===== config.mk =====
export PLATFORM = sky130hd
export DESIGN_NAME = sbr_core
export DESIGN_NICKNAME = d
export VERILOG_FILES = /design/src/sbr_pkg.sv /design/src/sbr_core.sv
export SDC_FILE = /design/constraint.sdc
export NUM_CORES = 1
export LEC_CHECK = 0
export ABC_AREA = 1
export ABC_CLOCK_PERIOD_IN_PS = 1850
export BUFFER_PORTS_ARGS = -buffer_cell sky130_fd_sc_hd__clkbuf_2
export CORE_ASPECT_RATIO = 1.1
export CORE_MARGIN = 5
export CORE_UTILIZATION = 50
export CTS_BUF_LIST = sky130_fd_sc_hd__clkbuf_8
export DETAILED_ROUTE_END_ITERATION = 8
export HOLD_SLACK_MARGIN = 0.08
export PLACE_DENSITY = 0.78
export SETUP_SLACK_MARGIN = 0.3
export SLEW_MARGIN = 20
export SYNTH_ARGS = -nofsm -noshare
export SYNTH_HDL_FRONTEND = slang
export SYNTH_SLANG_ARGS = --single-unit

===== constraint.sdc =====
create_clock -name MCLK -period 1.85 [get_ports MCLK]
set_input_delay 0.0925 -clock MCLK [delete_from_list [all_inputs] [get_ports MCLK]]
set_output_delay 0.0925 -clock MCLK [all_outputs]
set_load 0.005 [all_outputs]

===== src/sbr_pkg.sv =====
// Purpose: Shared constants for the serial baud and receiver timing block
// Assumes: AHB-Lite register access, 32-bit words, 10 MHz clock
// Notes: Offsets are byte addresses
package sbr_pkg;
	// Register byte offsets
	localparam logic [7:0] SBR_OFS_RATE = 8'h00;
	localparam logic [7:0] SBR_OFS_CTRL = 8'h04;
	localparam logic [7:0] SBR_OFS_STAT = 8'h08;
	localparam logic [7:0] SBR_OFS_MASK = 8'h0C;
	localparam logic [7:0] SBR_OFS_DATA = 8'h10;
	// Rate register fields
	localparam int SBR_PS_LSB = 3;
	localparam int SBR_RS_LSB = 0;
	localparam logic [7:0] SBR_RATE_RST = 8'h00;
	// Control register fields
	localparam int SBR_CTL_STANDBY = 0;
	localparam int SBR_CTL_WAKE = 1;
	localparam int SBR_CTL_NINE = 2;
	localparam int SBR_CTL_RXEN = 3;
	// Status / mask fields
	localparam int SBR_ST_RXDONE = 0;
	localparam int SBR_ST_FRAME = 1;
	localparam int SBR_ST_WOKE = 2;
	localparam int SBR_ST_W = 3;
	// Timing
	localparam int SBR_BASE_DIV = 64;
	localparam int SBR_TICKS_PER_BIT = 16;
	localparam int SBR_TICK_DIV = SBR_BASE_DIV / SBR_TICKS_PER_BIT;
	localparam logic [3:0] SBR_SMP_A = 4'h7;
	localparam logic [3:0] SBR_SMP_B = 4'h8;
	localparam logic [3:0] SBR_SMP_C = 4'h9;
	localparam logic [3:0] SBR_BIT_LAST = 4'hF;
	localparam int SBR_IDLE_BITS = 10;
	// Prescaler divisors
	localparam logic [3:0] SBR_PD0 = 4'h1;
	localparam logic [3:0] SBR_PD1 = 4'h3;
	localparam logic [3:0] SBR_PD2 = 4'h4;
	localparam logic [3:0] SBR_PD3 = 4'hD;
	// AHB transfer type
	localparam logic [1:0] SBR_HTRANS_NONSEQ = 2'h2;
endpackage


===== src/sbr_core.sv =====
// Purpose: Baud generator and receiver timing with standby for a serial port
// Assumes: AHB-Lite single word transfers, one clock MCLK, SRST synchronous
// Notes: Outputs registered, zero wait states; a start needs a high-to-low line edge
// Operation
// - Baud rate equals clock over 64 times prescale times rate divisor.
// - Bus clock MCLK is the baud generator clock source.
// - Prescaler codes 00,01,10,11 give divisors 1,3,4,13.
// - Rate select code n gives divisor two to the n.
// - Reset clears prescaler and rate select fields.
// - One rate setting drives both transmitter and receiver.
// - Sixteen ticks per bit; stop bit sampled at ticks 8, 9, 10.
// - Eight-bit character stop sampling ends 9 bits plus 10 ticks after start.
// - Nine-bit character stop sampling ends 10 bits plus 10 ticks after start.
// - Standby request suppresses all receiver interrupt requests except the wake flag.
// - Wake select bit chooses which line condition ends standby.
`timescale 1ns/100ps
module sbr_core
	import sbr_pkg::*;
#(
	parameter int DATA_W = 9
) (
	input wire logic MCLK,
	input wire logic SRST,
	input wire logic [31:0] HADDR,
	input wire logic [1:0] HTRANS,
	input wire logic HWRITE,
	input wire logic [2:0] HSIZE,
	input wire logic HSEL,
	input wire logic HREADY,
	input wire logic [31:0] HWDATA,
	output logic [31:0] HRDATA,
	output logic HREADYOUT,
	output logic HRESP,
	input wire logic RXD,
	output logic TX_BIT_TICK,
	output logic RX_SAMPLE_TICK,
	output logic IRQ
);
	typedef enum logic [1:0] {
		SBR_IDLE = 2'b00,
		SBR_START = 2'b01,
		SBR_DATA = 2'b10,
		SBR_STOP = 2'b11
	} sbr_state_e;

	// Prescale divisor lookup
	function automatic logic [3:0] sbr_pd(input logic [1:0] code);
		case (code)
			2'b00: sbr_pd = SBR_PD0;
			2'b01: sbr_pd = SBR_PD1;
			2'b10: sbr_pd = SBR_PD2;
			default: sbr_pd = SBR_PD3;
		endcase
	endfunction

	// Two-flop synchroniser on the line
	logic rxd_m_q, rxd_s_q;
	always_ff @(posedge MCLK) begin
		if (SRST) begin
			rxd_m_q <= 1'b1;
			rxd_s_q <= 1'b1;
		end else begin
			rxd_m_q <= RXD;
			rxd_s_q <= rxd_m_q;
		end
	end

	// Register state
	logic [7:0] rate_q, rate_d;
	logic [3:0] ctrl_q, ctrl_d;
	logic [SBR_ST_W-1:0] stat_q, stat_d, mask_q, mask_d;
	logic [DATA_W-1:0] rdata_q, rdata_d;
	logic [31:0] hrdata_q, hrdata_d;
	logic aph_wr_q, aph_wr_d, aph_rd_q, aph_rd_d;
	logic [7:0] aph_addr_q, aph_addr_d;
	logic irq_q, irq_d;
	// Divider and receiver state
	logic [3:0] pre_q, pre_d;
	logic [1:0] quad_q, quad_d;
	logic [6:0] rdiv_q, rdiv_d;
	logic tick_q, tick_d, bit_q, bit_d;
	logic [3:0] tkbit_q, tkbit_d;
	logic [3:0] ntick_q, ntick_d;
	sbr_state_e st_q, st_d;
	logic [3:0] bitn_q, bitn_d;
	logic [DATA_W-1:0] shf_q, shf_d;
	logic [2:0] smp_q, smp_d;
	logic [4:0] idle_q, idle_d;
	logic line_hi_q, line_hi_d;

	logic [3:0] pd_last;
	logic [6:0] bd_last;
	logic [1:0] ps_code;
	logic [2:0] rs_code;
	logic nine;
	logic ev_done, ev_frame, ev_woke;

	// Baud chain from MCLK: prescale, fixed 4, then power-of-two, giving 16x ticks
	always_comb begin
		ps_code = rate_q[SBR_PS_LSB +: 2];
		rs_code = rate_q[SBR_RS_LSB +: 3];
		pd_last = sbr_pd(ps_code) - 4'h1;
		bd_last = 7'((8'h01 << rs_code) - 8'h01);
		pre_d = pre_q;
		quad_d = quad_q;
		rdiv_d = rdiv_q;
		tick_d = 1'b0;
		if (pre_q >= pd_last) begin
			pre_d = 4'h0;
			quad_d = quad_q + 2'h1;
			if (quad_q == 2'(SBR_TICK_DIV - 1)) begin
				if (rdiv_q >= bd_last) begin
					rdiv_d = 7'h00;
					tick_d = 1'b1;
				end else begin
					rdiv_d = rdiv_q + 7'h01;
				end
			end
		end else begin
			pre_d = pre_q + 4'h1;
		end
		// Transmit bit tick shares the same 16x stream
		tkbit_d = tick_q ? tkbit_q + 4'h1 : tkbit_q;
		bit_d = tick_q && (tkbit_q == SBR_BIT_LAST);
	end

	// Receiver timing, stop sampling and wake logic
	always_comb begin
		nine = ctrl_q[SBR_CTL_NINE];
		st_d = st_q;
		ntick_d = ntick_q;
		bitn_d = bitn_q;
		shf_d = shf_q;
		smp_d = smp_q;
		idle_d = idle_q;
		line_hi_d = line_hi_q;
		rdata_d = rdata_q;
		ev_done = 1'b0;
		ev_frame = 1'b0;
		ev_woke = 1'b0;
		if (tick_q) begin
			ntick_d = ntick_q + 4'h1;
			if (ntick_q == SBR_BIT_LAST && rxd_s_q && idle_q != 5'(SBR_IDLE_BITS))
				idle_d = idle_q + 5'h01;
			if (!rxd_s_q)
				idle_d = 5'h00;
			// Line level at the previous tick, so a low stop bit cannot restart a frame
			line_hi_d = rxd_s_q;
			case (st_q)
				SBR_IDLE: begin
					if (!rxd_s_q && line_hi_q && ctrl_q[SBR_CTL_RXEN]) begin
						st_d = SBR_START;
						ntick_d = 4'h1;
					end
				end
				SBR_START: begin
					if (ntick_q == SBR_BIT_LAST) begin
						st_d = SBR_DATA;
						bitn_d = 4'h0;
					end
				end
				SBR_DATA: begin
					if (ntick_q == SBR_SMP_B)
						shf_d = {rxd_s_q, shf_q[DATA_W-1:1]};
					if (ntick_q == SBR_BIT_LAST) begin
						bitn_d = bitn_q + 4'h1;
						if (bitn_q == (nine ? 4'h8 : 4'h7))
							st_d = SBR_STOP;
					end
				end
				SBR_STOP: begin
					if (ntick_q == SBR_SMP_A)
						smp_d[0] = rxd_s_q;
					if (ntick_q == SBR_SMP_B)
						smp_d[1] = rxd_s_q;
					if (ntick_q == SBR_SMP_C) begin
						// Sampling done: 9 or 10 bits of 16 ticks plus 10 ticks
						st_d = SBR_IDLE;
						ev_done = 1'b1;
						ev_frame = !(smp_q[0] && smp_q[1] && rxd_s_q);
						rdata_d = nine ? shf_q : {1'b0, shf_q[DATA_W-1:1]};
					end
				end
				default: st_d = SBR_IDLE;
			endcase
		end
	end

	// Bus slave, status and interrupt
	always_comb begin
		logic [SBR_ST_W-1:0] ev;
		logic msb;
		ev = '0;
		msb = nine ? rdata_d[DATA_W-1] : rdata_d[DATA_W-2];
		rate_d = rate_q;
		ctrl_d = ctrl_q;
		stat_d = stat_q;
		mask_d = mask_q;
		hrdata_d = 32'h0000_0000;
		aph_wr_d = 1'b0;
		aph_rd_d = 1'b0;
		aph_addr_d = aph_addr_q;
		if (HSEL && HREADY && HTRANS == SBR_HTRANS_NONSEQ) begin
			aph_wr_d = HWRITE;
			aph_rd_d = !HWRITE;
			aph_addr_d = HADDR[7:0];
		end
		if (aph_wr_q) begin
			case (aph_addr_q)
				SBR_OFS_RATE: rate_d = {3'h0, HWDATA[4:0]};
				SBR_OFS_CTRL: ctrl_d = HWDATA[3:0];
				SBR_OFS_STAT: stat_d = stat_q & ~HWDATA[SBR_ST_W-1:0];
				SBR_OFS_MASK: mask_d = HWDATA[SBR_ST_W-1:0];
				default: mask_d = mask_q;
			endcase
		end
		// Standby exit by idle line or by character MSB
		if (ctrl_q[SBR_CTL_STANDBY]) begin
			if (ctrl_q[SBR_CTL_WAKE] ? (ev_done && msb) : (idle_q == 5'(SBR_IDLE_BITS))) begin
				ctrl_d[SBR_CTL_STANDBY] = 1'b0;
				ev[SBR_ST_WOKE] = 1'b1;
			end
		end
		// Receiver events dropped while in standby
		if (!ctrl_q[SBR_CTL_STANDBY] || !ctrl_d[SBR_CTL_STANDBY]) begin
			ev[SBR_ST_RXDONE] = ev_done && !ctrl_q[SBR_CTL_STANDBY];
			ev[SBR_ST_FRAME] = ev_frame && !ctrl_q[SBR_CTL_STANDBY];
		end
		// Set wins over a same-cycle clear
		stat_d = stat_d | ev;
		// In standby only the wake flag may raise the line
		irq_d = |(stat_d & mask_d);
		if (ctrl_d[SBR_CTL_STANDBY])
			irq_d = stat_d[SBR_ST_WOKE] && mask_d[SBR_ST_WOKE];
		// Read data from next-state values, so a write one cycle ahead is already seen
		if (aph_rd_d) begin
			case (aph_addr_d)
				SBR_OFS_RATE: hrdata_d = 32'(rate_d);
				SBR_OFS_CTRL: hrdata_d = 32'(ctrl_d);
				SBR_OFS_STAT: hrdata_d = 32'(stat_d);
				SBR_OFS_MASK: hrdata_d = 32'(mask_d);
				SBR_OFS_DATA: hrdata_d = 32'(rdata_d);
				default: hrdata_d = 32'h0000_0000;
			endcase
		end
	end

	// Register all state
	always_ff @(posedge MCLK) begin
		if (SRST) begin
			rate_q <= SBR_RATE_RST;
			ctrl_q <= 4'h0;
			stat_q <= '0;
			mask_q <= '0;
			rdata_q <= '0;
			hrdata_q <= 32'h0000_0000;
			aph_wr_q <= 1'b0;
			aph_rd_q <= 1'b0;
			aph_addr_q <= 8'h00;
			irq_q <= 1'b0;
			pre_q <= 4'h0;
			quad_q <= 2'h0;
			rdiv_q <= 7'h00;
			tick_q <= 1'b0;
			bit_q <= 1'b0;
			tkbit_q <= 4'h0;
			ntick_q <= 4'h0;
			st_q <= SBR_IDLE;
			bitn_q <= 4'h0;
			shf_q <= '0;
			smp_q <= 3'h0;
			idle_q <= 5'h00;
			line_hi_q <= 1'b1;
		end else begin
			rate_q <= rate_d;
			ctrl_q <= ctrl_d;
			stat_q <= stat_d;
			mask_q <= mask_d;
			rdata_q <= rdata_d;
			hrdata_q <= hrdata_d;
			aph_wr_q <= aph_wr_d;
			aph_rd_q <= aph_rd_d;
			aph_addr_q <= aph_addr_d;
			irq_q <= irq_d;
			pre_q <= pre_d;
			quad_q <= quad_d;
			rdiv_q <= rdiv_d;
			tick_q <= tick_d;
			bit_q <= bit_d;
			tkbit_q <= tkbit_d;
			ntick_q <= ntick_d;
			st_q <= st_d;
			bitn_q <= bitn_d;
			shf_q <= shf_d;
			smp_q <= smp_d;
			idle_q <= idle_d;
			line_hi_q <= line_hi_d;
		end
	end

	// Outputs straight from flops; zero wait states, always OKAY
	assign HRDATA = hrdata_q;
	assign HREADYOUT = 1'b1;
	assign HRESP = 1'b0;
	assign TX_BIT_TICK = bit_q;
	assign RX_SAMPLE_TICK = tick_q;
	assign IRQ = irq_q;
endmodule


# == Yosys cells after proc, flatten, opt, wreduce, memory -nomap -nowiden ==
# Index checks and enable logic that the tools add are counted.
# op_classes
n_addsub,9
muxes,46
n_eq_ne,28
n_bitwise,8
order_cmp,2
reduce_logical,36
shift,1
# op_table
operator,count
9-bit case mux with 5 select lines,1
9-bit 2-to-1 mux,4
"8-bit by 4-bit equality test with 1-bit output, second input constant",4
4-bit 2-to-1 mux,7
8-bit 2-to-1 mux,3
"4-bit by 1-bit adder with 4-bit output, second input constant",4
"4-bit equality test, second input constant",4
"8-bit by 3-bit equality test with 1-bit output, second input constant",2
8-bit logical NOT,2
1-bit 2-to-1 mux,15
1-bit logical AND,13
2-bit 2-to-1 mux,6
3-bit 2-to-1 mux,4
4-bit case mux with 3 select lines,1
"2-bit equality test, second input constant",5
5-bit 2-to-1 mux,2
"2-bit != test, second input constant",5
3-bit AND reduction,3
"8-bit by 5-bit equality test with 1-bit output, second input constant",1
2-bit case mux with 4 select lines,1
4-bit case mux with 2 select lines,1
"7-bit by 1-bit adder with 7-bit output, second input constant",1
7-bit >= comparator,1
7-bit 2-to-1 mux,1
other kinds (25),39
# totals
out_inout_bits,37
in_bits,75
word_cells,155
register_bits,117

# == Longest topological paths before layout ==
# Gate-level depths: netlist of the first run.
# logic_depth
word_depth,16
mapped_depth,14
depth_no_buf,13

# == Least setup slack after synthesis of the first run ==
# Ideal clock, no wire load.
# synth_path
path_type,register to register
from,reg rate_q[3]
to,reg rdiv_q[2]
stages_incl_launch_ff,13
slack_ps,-76
required_time_ps,1730
setup_time_ps,120
t_arrival_ps,1806
path_cell_list,dfxtp_1 -> inv_1 -> ha_1 -> ha_1 -> inv_1 -> o21bai_1 -> nand3_1 -> nand3_1 -> nand2_1 -> inv_1 -> nand2_1 -> nand2_1 -> nor3b_1
# synth_between
elab_chain_len,5
elab_cells_between_ends,7
cone_classes,add/sub: 1; order compare: 1; eq/ne: 2; mux: 1; reduce/logical: 2
# synth_rtl
item,line_no,rtl
"start, declared",sbr_core.sv:69,"logic [7:0] rate_q, rate_d;"
"start signal, assigned",sbr_core.sv:275,rate_q <= rate_d;
2-bit equality test (tied with other cells),sbr_core.sv:48,case (code)
4-bit case mux with 3 select lines *,sbr_core.sv:48,
4-bit by 1-bit subtractor with 4-bit output *,sbr_core.sv:102,pd_last = sbr_pd(ps_code) - 4'h1;
4-bit >= comparator *,sbr_core.sv:108,if (pre_q >= pd_last) begin
2-bit AND reduction (no line) *,n/a,
"end signal, assigned",sbr_core.sv:287,rdiv_q <= rdiv_d;
"end, declared",sbr_core.sv:80,"logic [6:0] rdiv_q, rdiv_d;"
# Mark *: on every way between the ends. The rest lies on a longest branch, timed or not.
# A chain may end at the register's enable or synchronous reset.

# == Final worst setup path of the first run ==
# layout_path
from,reg rate_q[3]
to,reg rdiv_q[5]
# The elaborated chain is that of the path after synthesis.

==> flow_metrics.tcl, run 1 <==
set metrics [dict create \
    worstPathRequired_ns 2.08 \
    slew_headroom_pct 65.3 \
    ios 112 \
    clock_sinks 94 \
    grt_pass1_vias 4331 \
    hold_depth 3 \
    numCtsBuffers 9 \
    rr_endpoint "rdiv_q[5]" \
    antenna_cells 0 \
    grt_pass1_wl_um 19000 \
    syn-mean-instance-area_um2 7.17 \
    finalWirelength_um 12100 \
    die-area_um2 11800 \
    ff2ff_setup_slack_ns 0.03 \
    yosys_warnings 0 \
    multi_input_area_um2 3020 \
    portBuffers 32 \
    worstPathCellList "inv_2 -> ha_4 -> ha_4 -> inv_2 -> o21bai_1 -> nand3_1 -> nand3_2 -> nand2_4 -> buf_4 -> buf_6 -> nand2_1 -> a21oi_1" \
    vias 4579 \
    placed_area_um2 5170 \
    start_util_pct 51.5 \
    route.layer.met1.wl_um 5000 \
    tightestPinTransition_ns 0.521 \
    synth_top_cells_by_area "dfxtp_1 (39%), nand2_1 (9.9%), nor2_1 (7.9%)" \
    vdd_ir_drop_max_uv 373 \
    antenna_found_initial 0 \
    leakagePower_nw 2.68 \
    ys_ff_latch 94 \
    rr_startpoint "rate_q[3]" \
    wl_met3_um 440 \
    setup_viol 0 \
    synth_area_leader_cell "dfxtp_1" \
    worst_setup_path_start_kind "flop" \
    async_reset_ff_share_pct 0 \
    hp-class "input pin to flop" \
    drc 0 \
    synth_area_um2 4860 \
    cp_slowest_stage_delay_ns 0.35 \
    reg2reg_depth 12 \
    routabilityCongestion 0.892 \
    hold_start "HWDATA[2]" \
    status "finished clean" \
    rsz0062_at_grt "yes" \
    hold_violations 0 \
    clock_latency_ns 0.36 \
    crit_path_end_kind "flop" \
    met2_length_um 6350 \
    nNetsFinal 864 \
    clock_path_buffers 2 \
    ant_nets 0 \
    synth.distinct_cells 44 \
    finClkSkew_ns 0.0127 \
    period_needed_ns 1.82 \
    grt_max_degree 33 \
    register_area_um2 1930 \
    drtIter0Drc 230 \
    maxSlewViolCount 0 \
    powerDensity_nw_per_um2 601 \
    die_h_um 113 \
    period_share_pct 98.4 \
    grt_overflow 0 \
    whs_ns 0.0831 \
    firstDrtPassIters 4 \
    via_per_inst 5.19 \
    yosysTopAreaCellShare_pct 38.7 \
    hold_path_end "ctrl_q[2]" \
    wire_per_inst_um 13.8 \
    core_um2 9440 \
    netlist_instances 678 \
    route.top_layer_used "met4" \
    root_buffer "clkbuf_8" \
    die_x_um 104 \
    synthFlopType "dfxtp_1" \
    critPathKind "flop to flop" \
    crit_arrival_ns 2.05 \
    rows 37 \
    syn2layout_area_growth_pct 28.7 \
    hpwl_um 8000 \
    cts_tree "yes" \
    critical_path.max_fanout 5 \
    maxCapViolCount 0 \
    drive_above_1_share_pct 29.3 \
    fin_area_um2 6260 \
    grt_use_total_pct 18.9 \
    slowest_stage "dfxtp_2" \
    path_clk_slew_ns 0.09 \
    synth_edf_count 0 \
    htree_levels 3 \
    fmax_mhz 549 \
    fillers 748 \
    seq_area_frac_synth_pct 38.7 \
]
stage by stage:
step | power [mW] | worst slack (ns) | setup TNS (ns) | utilization, % | instances
detailed placement | 2.37 | 0.00929 | 0 | 54.8 | 828
finish | 3.76 | 0.0296 | 0 | 66.3 | 882
floorplan | 2.33 | 0.127 | 0 | - | 701
global placement | 2.36 | 0.0649 | 0 | 54.8 | 828
global route | 3.91 | -0.103 | -0.512 | 66.3 | 882
CTS | 3.73 | 0.0703 | 0 | 60.7 | 862
cell usage in the layout, fill, tap and decap left out, drive strengths merged, types with 3 or more instances in the layout:
cell and count:
nand2 133, o21ai 40, xor2 5, nand3 51, conb 25, nor3 11
dlygate4sd3 5, o22ai 5, xnor2 3, ha 28, o21a 3, clkbuf 43
dfxtp 94, inv 79, nand3b 6, nor2 105, buf 51, clkinvlp 3
a21oi 40, nand4 7, or2 5, nor3b 5
worst max path at each step:
| stage | startpoint | endpoint |
|---|---|---|
| final | rate_q[3] | rdiv_q[5] |
| after global routing | rate_q[3] | rdiv_q[6] |
| after CTS | rate_q[3] | rdiv_q[4] |
| after detailed placement | rate_q[4] | rdiv_q[2] |
| after global placement | rate_q[3] | rdiv_q[4] |
| after floorplan | rate_q[3] | rdiv_q[4] |
timing repair:
action                                  CTS  global route
hold buffers                              5             0
endpoints found under the hold margin     5             0
gates cloned                              0             1
setup buffers                            14            19
pin swaps                                14            41
endpoints found under the setup margin   39            40
gates resized for setup                  67           107
registers in the layout, indices dropped and copies added, names as in the netlist:
| name | flops |
|---|---|
| HRDATA | 9 |
| IRQ | 1 |
| RX_SAMPLE_TICK | 1 |
| TX_BIT_TICK | 1 |
| aph_addr_q | 8 |
| aph_wr_q | 1 |
| bitn_q | 4 |
| ctrl_q | 4 |
| idle_q | 5 |
| line_hi_q | 1 |
| mask_q | 3 |
| ntick_q | 4 |
| pre_q | 4 |
| quad_q | 2 |
| rate_q | 8 |
| rdata_q | 9 |
| rdiv_q | 7 |
| rxd_m_q | 1 |
| rxd_s_q | 1 |
| shf_q | 9 |
| smp_q | 2 |
| st_q | 2 |
| stat_q | 3 |
| tkbit_q | 4 |
synthesized netlist by cell type (3+ instances only):
cell and count:
or2_2 4, nand2_1 128, o21ai_0 39, nor2_1 102, o21a_1 3, clkbuf_1 8, nand2_2 5, nand3b_1 6
a21oi_1 39, buf_6 3, nor3_1 11, xor2_1 5, nor3b_1 5, xnor2_1 3, inv_1 76, nand4_1 7
dfxtp_1 94, buf_4 26, o22ai_1 5, nand3_1 50, ha_1 28, nor2_4 3
area by class of cell:
| class | count | area share (%) |
|---|---|---|
| flip-flops and latches | 94 | 30.8 |
| clock buffers | 10 | 2.20 |
| clock inverters | 5 | 0.840 |
| repair buffers | 89 | 10.6 |
| multi-input cells | 489 | 48.2 |
| well taps | 117 | 2.34 |
| inverters | 78 | 5.10 |
logic make-up after synthesis:
| group | synth area share [%] |
|---|---|
| adders and majority gates | 7.20 |
| buffers and inverters | 11.6 |
| AOI/OAI and AO/OA | 11.3 |
| other | 0.154 |
| DFF | 38.7 |
| and+or+nand+nor | 29.3 |
| muxes | 0.206 |
| xor gates and xnor gates | 1.44 |
routing by layer:
metal	up-vias	GRT usage, %
li1	2307	-
met1	2137	22.3
met2	104	34.3
met3	31	2.66
met4	0	8.20
met5	-	0
worst max-delay path: cells and delay by family, from the launching register on:
kind,cells,cell delay (ns)
buffers and inverters,4,0.33
adder cells (fa/ha/maj),2,0.48
AO/OA/AOI/OAI,2,0.17
flip-flops,1,0.35
AND/OR/NAND/NOR,4,0.36
power breakdown:
part	total [mW]	switching (mW)	internal [mW]
clock	1.36	0.715	0.646
sequential	2.05	0.0197	2.03
combinational	0.351	0.218	0.134
total	3.76	0.952	2.81
Power figures use the tool's default switching activity.
==> run 2: changes to the inputs <==
- CELL_PAD_IN_SITES_DETAIL_PLACEMENT: default -> 1
- CELL_PAD_IN_SITES_GLOBAL_PLACEMENT: default -> 1
- CORE_UTILIZATION: 50 -> 36
- PLACE_DENSITY: 0.78 -> default
- PLACE_DENSITY_LB_ADDON: default -> 0.1
==> run 2 against run 1 <==
- non-clock buffer count grew 27
- cell count grew 8.2%
- the run now ends with negative setup slack left
- clock power grew 4%
- clock skew is essentially flat
- sequential power is essentially flat
- setup slack lost 0.088 ns
- critical path depth is the same
- routed wire length grew 19%
- first-iteration DRC count shrank 34%
- count of clock-buffer cells in the layout shrank 1
==> flow_metrics.tcl, run 2 (same netlist as run 1, synthesis figures left out) <==
set metrics [dict create \
    status "finished, violations left" \
    violations "negative setup slack" \
    period_needed_ns 1.91 \
    worstPathRequired_ns 2.12 \
    worst_setup_path_start_kind "flop" \
    finalWirelength_um 14500 \
    ff2ff_setup_slack_ns -0.06 \
    final_cell_mix "nand2_1 (91), nor2_1 (81), dfxtp_1 (72)" \
    leakagePower_nw 2.84 \
    crit_path_end_kind "flop" \
    grt_use_met2_pct 31.1 \
    hpwl_um 9870 \
    antenna_found_initial 0 \
    vias 4687 \
    tightestPinTransition_ns 0.536 \
    fin_ws_ns -0.0585 \
    routabilityCongestion 0.802 \
    groute.layer.met3.usage_pct 3.26 \
    cts_tree "yes" \
    rsz0062_at_grt "yes" \
    ios 112 \
    root_buffer "clkbuf_8" \
    firstDrtPassIters 4 \
    die-area_um2 15900 \
    ant_nets 0 \
    top_usage_layer "met2" \
    critPathKind "flop to flop" \
    drc 0 \
    clock_path_buffers 2 \
    period_share_pct 103 \
    pre_cts_slack_ns -0.129 \
    cp-endpoint "rdiv_q[6]" \
    fin_cells 954 \
    maxSlewViolCount 0 \
    multi_input_area_um2 3220 \
    numCtsBuffers 9 \
    portBuffers 32 \
    vdd_ir_drop_max_uv 382 \
    fillers 1602 \
    hold_violations 0 \
    via_per_inst 4.91 \
    start_util_pct 36.8 \
    maxCapViolCount 0 \
    cp_slowest_stage_delay_ns 0.35 \
    grt_use_met1_pct 20.7 \
    final_common_cell "nand2_1" \
    worstPathCellList "inv_2 -> ha_4 -> ha_4 -> inv_2 -> o21bai_1 -> nand3_1 -> nand3_4 -> nand2_8 -> inv_8 -> nand3_2 -> xor2_1 -> nor2_1" \
    core_um2 13200 \
    grt_overflow 0 \
    rows 44 \
    grt_pass1_wl_um 22700 \
    p_total_mw 3.89 \
    rr_endpoint "rdiv_q[6]" \
    critical_path.max_fanout 5 \
    slowest_stage "dfxtp_2" \
    drtIter0Drc 152 \
    hold_depth 4 \
    grt_pass1_vias 4744 \
    register_area_um2 1920 \
    antenna_cells 0 \
    cp-startpoint "rate_q[3]" \
    rr_startpoint "rate_q[3]" \
    clock_sinks 94 \
    wire_per_inst_um 15.2 \
    path_clk_slew_ns 0.10 \
    hp-class "input pin to flop" \
    grt_use_total_pct 17.4 \
    die_h_um 132 \
    syn2layout_area_growth_pct 38.2 \
    fmax_mhz 524 \
    clock_latency_ns 0.38 \
    drive_above_1_share_pct 37.7 \
    place_inst 881 \
    reg2reg_depth 12 \
    grt_max_degree 37 \
    setup_viol 9 \
    crit_arrival_ns 2.18 \
    slew_headroom_pct 64.2 \
    die_x_um 121 \
    powerDensity_nw_per_um2 578 \
    cp.depth 12 \
    crit_buf_inv 3 \
    nNetsFinal 891 \
    finClkSkew_ns 0.0130 \
    htree_levels 3 \
    final_core_util_pct 50.9 \
    cp_top_family "simple AND/OR/NAND/NOR gates" \
]
==> run 2: repair_timing <==
| action | 4_1_cts | 5_1_grt |
|---|---|---|
| hold buffers | 9 | 0 |
| setup buffers | 13 | 35 |
| endpoints found under the setup margin | 49 | 41 |
| cloned | 0 | 1 |
| resized for setup | 104 | 132 |
| pin swaps | 36 | 68 |
| endpoints found under the hold margin | 13 | 0 |
==> run 2: tightest hold or removal path, delay by kind of cell <==
kind	cells	cell delay [ns]
and+or+nand+nor	3	0.26
buffers and inverters	1	0.07
==> run 2: how the worst min path moves through the flow <==
stage / startpoint / endpoint / slack, ns
CTS: HADDR[6] / aph_addr_q[6] / 0.08
floorplan: RXD / rxd_m_q / 0.20
detailed placement: RXD / rxd_m_q / 0.28
finish: HADDR[6] / aph_addr_q[6] / 0.09
global route: HADDR[6] / aph_addr_q[6] / 0.09
global placement: RXD / rxd_m_q / 0.28
==> run 2: metal layers <==
metal	vias to the layer above	wire [um]
met5	-	0
met4	0	253
met3	19	362
met2	56	7560
met1	2247	6310
li1	2365	-
==> run 2: area by class of cell <==
type,count,area share [%]
multi-input combinational,489,47.9
tap,161,3.00
clock inverter,7,1.12
sequential,94,28.6
inverter,78,4.80
timing repair buffer,116,12.8
clock buffer,9,1.84
==> run 2: power breakdown <==
group          leakage (nW)  internal (mW)  switching, mW
sequential            0.771           2.04         0.0179
clock                0.0972          0.630          0.794
combinational          1.98          0.162          0.245
total                  2.84           2.83           1.06
==> run 2: per-stage QoR <==
stage | hold WS [ns] | instance area, um^2 | setup TNS [ns]
after detailed placement | 0.281 | 5300 | -0.578
after floorplan | 0.196 | 5000 | 0
after global placement | 0.279 | 5300 | -0.137
after global routing | 0.0886 | 6720 | -1.82
final | 0.0873 | 6720 | -0.276
after CTS | 0.0834 | 6000 | -0.309
==> run 3: changes to the inputs <==
- ABC_CLOCK_PERIOD_IN_PS: 1850 -> 2300
- CORE_UTILIZATION: 36 -> 43
- clock period: 1.85 -> 2.3 ns (I/O delays scaled with it)
==> run 3 against run 2 <==
- hold slack worse by 0.020 ns
- the run now ends clean
- global-route usage up 1.3 points
- clock power down 27%
- first-iteration DRC count up 7.2%
- maximum frequency up 0.43%
- count of clock-buffer cells in the layout up 1
==> flow_metrics.tcl, run 3 (same netlist as run 1, synthesis figures left out) <==
set metrics [dict create \
    status "finished clean" \
    grt_pass1_wl_um 20700 \
    start_util_pct 44.2 \
    portBuffers 32 \
    p_sw_mw 0.790 \
    worstPathRequired_ns 2.57 \
    clock_sinks 94 \
    cp-endpoint "rdiv_q[4]" \
    root_buffer "clkbuf_8" \
    leakagePower_nw 2.41 \
    powerDensity_nw_per_um2 535 \
    rr_startpoint "rate_q[4]" \
    final_cell_mix "nand2_1 (124), nor2_1 (98), dfxtp_1 (92)" \
    period_needed_ns 1.90 \
    rsz0062_at_grt "yes" \
    routabilityCongestion 0.820 \
    drive_above_1_share_pct 13.3 \
    grt_overflow 0 \
    pre_cts_slack_ns 0.167 \
    crit_arrival_ns 2.17 \
    antenna_found_initial 0 \
    hp-class "input pin to flop" \
    cp-startpoint "rate_q[4]" \
    finalWirelength_um 12700 \
    antenna_cells 0 \
    path_clk_slew_ns 0.09 \
    die_h_um 122 \
    clock_latency_ns 0.38 \
    maxCapViolCount 0 \
    finalSetupTns_ns 0 \
    numCtsBuffers 9 \
    cts_tree "yes" \
    core_um2 11000 \
    nNetsFinal 826 \
    grt_use_total_pct 18.7 \
    die-area_um2 13500 \
    crit_path_end_kind "flop" \
    grt_pass1_vias 4406 \
    grt_max_degree 31 \
    via_per_inst 4.98 \
    rows 40 \
    tightestPinTransition_ns 0.603 \
    intPower_mw 2.13 \
    power_frac_comb_pct 8.0 \
    p_clk_share_pct 35.4 \
    final_common_cell "nand2_1" \
    drtIter0Drc 163 \
    rr_endpoint "rdiv_q[4]" \
    maxSlewViolCount 0 \
    vdd_ir_drop_max_uv 317 \
    ff2ff_setup_slack_ns 0.40 \
    finClkSkew_ns 0.0117 \
    swShare_pct 27.0 \
    drc 0 \
    fin_ws_ns 0.400 \
    reg2reg_depth 11 \
    wire_per_inst_um 14.6 \
    vias 4360 \
    critical_path.max_fanout 4 \
    firstDrtPassIters 4 \
    die_x_um 111 \
    p_total_mw 2.92 \
    hpwl_um 9170 \
    critPathKind "flop to flop" \
    slew_headroom_pct 59.7 \
    pwr-share-seq_pct 56.6 \
    setup_viol 0 \
    worst_setup_path_start_kind "flop" \
    htree_levels 3 \
    ant_nets 0 \
    period_share_pct 82.6 \
    hold_violations 0 \
    clock_path_buffers 2 \
    fmax_mhz 526 \
    syn2layout_area_growth_pct 12.3 \
    ios 112 \
]
run 3: worst min path at each step:
stage / slack [ns] / cells past startpoint / endpoint / from
global placement: 0.30 / 2 / rxd_m_q / RXD
detailed placement: 0.31 / 2 / rxd_m_q / RXD
finish: 0.07 / 3 / rate_q[3] / HWDATA[3]
global route: 0.1 / 3 / rate_q[3] / HWDATA[3]
CTS: 0.08 / 3 / rate_q[1] / HWDATA[1]
floorplan: 0.22 / 1 / rxd_m_q / RXD
run 3: layout make-up:
class / count / area, um^2
fill: 1451 / 5550
multi-input combinational: 489 / 2600
sequential: 94 / 1880
timing repair buffer: 51 / 323
inverter: 78 / 293
tap: 147 / 184
clock buffer: 10 / 138
clock inverter: 6 / 38.8
run 3: power by group through the flow:
stage | Sequential, mW | Clock [mW] | Combinational [mW]
global placement | 1.69 | 0 | 0.200
finish | 1.65 | 1.03 | 0.233
detailed placement | 1.69 | 0 | 0.208
global route | 1.66 | 1.14 | 0.262
floorplan | 1.69 | 0 | 0.181
CTS | 1.65 | 1.07 | 0.224
run 3: through the flow:
step                      std cells  hold slack (ns)  utilization [%]  instance area [um^2]
after floorplan                 701            0.219                -                  4950
after global placement          845            0.303             45.9                  5060
after detailed placement        845            0.311             45.9                  5060
after CTS                       871           0.0813             48.7                  5360
after global routing            875           0.0976             49.6                  5460
final                           875           0.0671             49.6                  5460
run 3: routing by layer:
metal,track usage (%),vias to the layer above,routed length [um]
li1,-,2227,-
met1,22.7,2071,5780
met2,33.4,48,6420
met3,3.03,14,320
met4,7.07,0,219
met5,0,-,0
run 3: repair_timing:
action,4_1_cts,5_1_grt
hold buffers,8,0
pin swaps,1,6
endpoints found under the setup margin,6,25
gates resized for setup,8,21
buffers inserted,2,4
endpoints found under the hold margin,10,0
run 3: critical path, cell delays in order, from the launching register on:
cell	delay [ns]
dfxtp_2	0.40
ha_4	0.23
ha_4	0.27
inv_1	0.04
o21bai_1	0.16
nand3_1	0.12
nand3_2	0.10
nand2_4	0.08
nor2_4	0.13
nand2_2	0.06
xor2_1	0.14
nor2_1	0.06
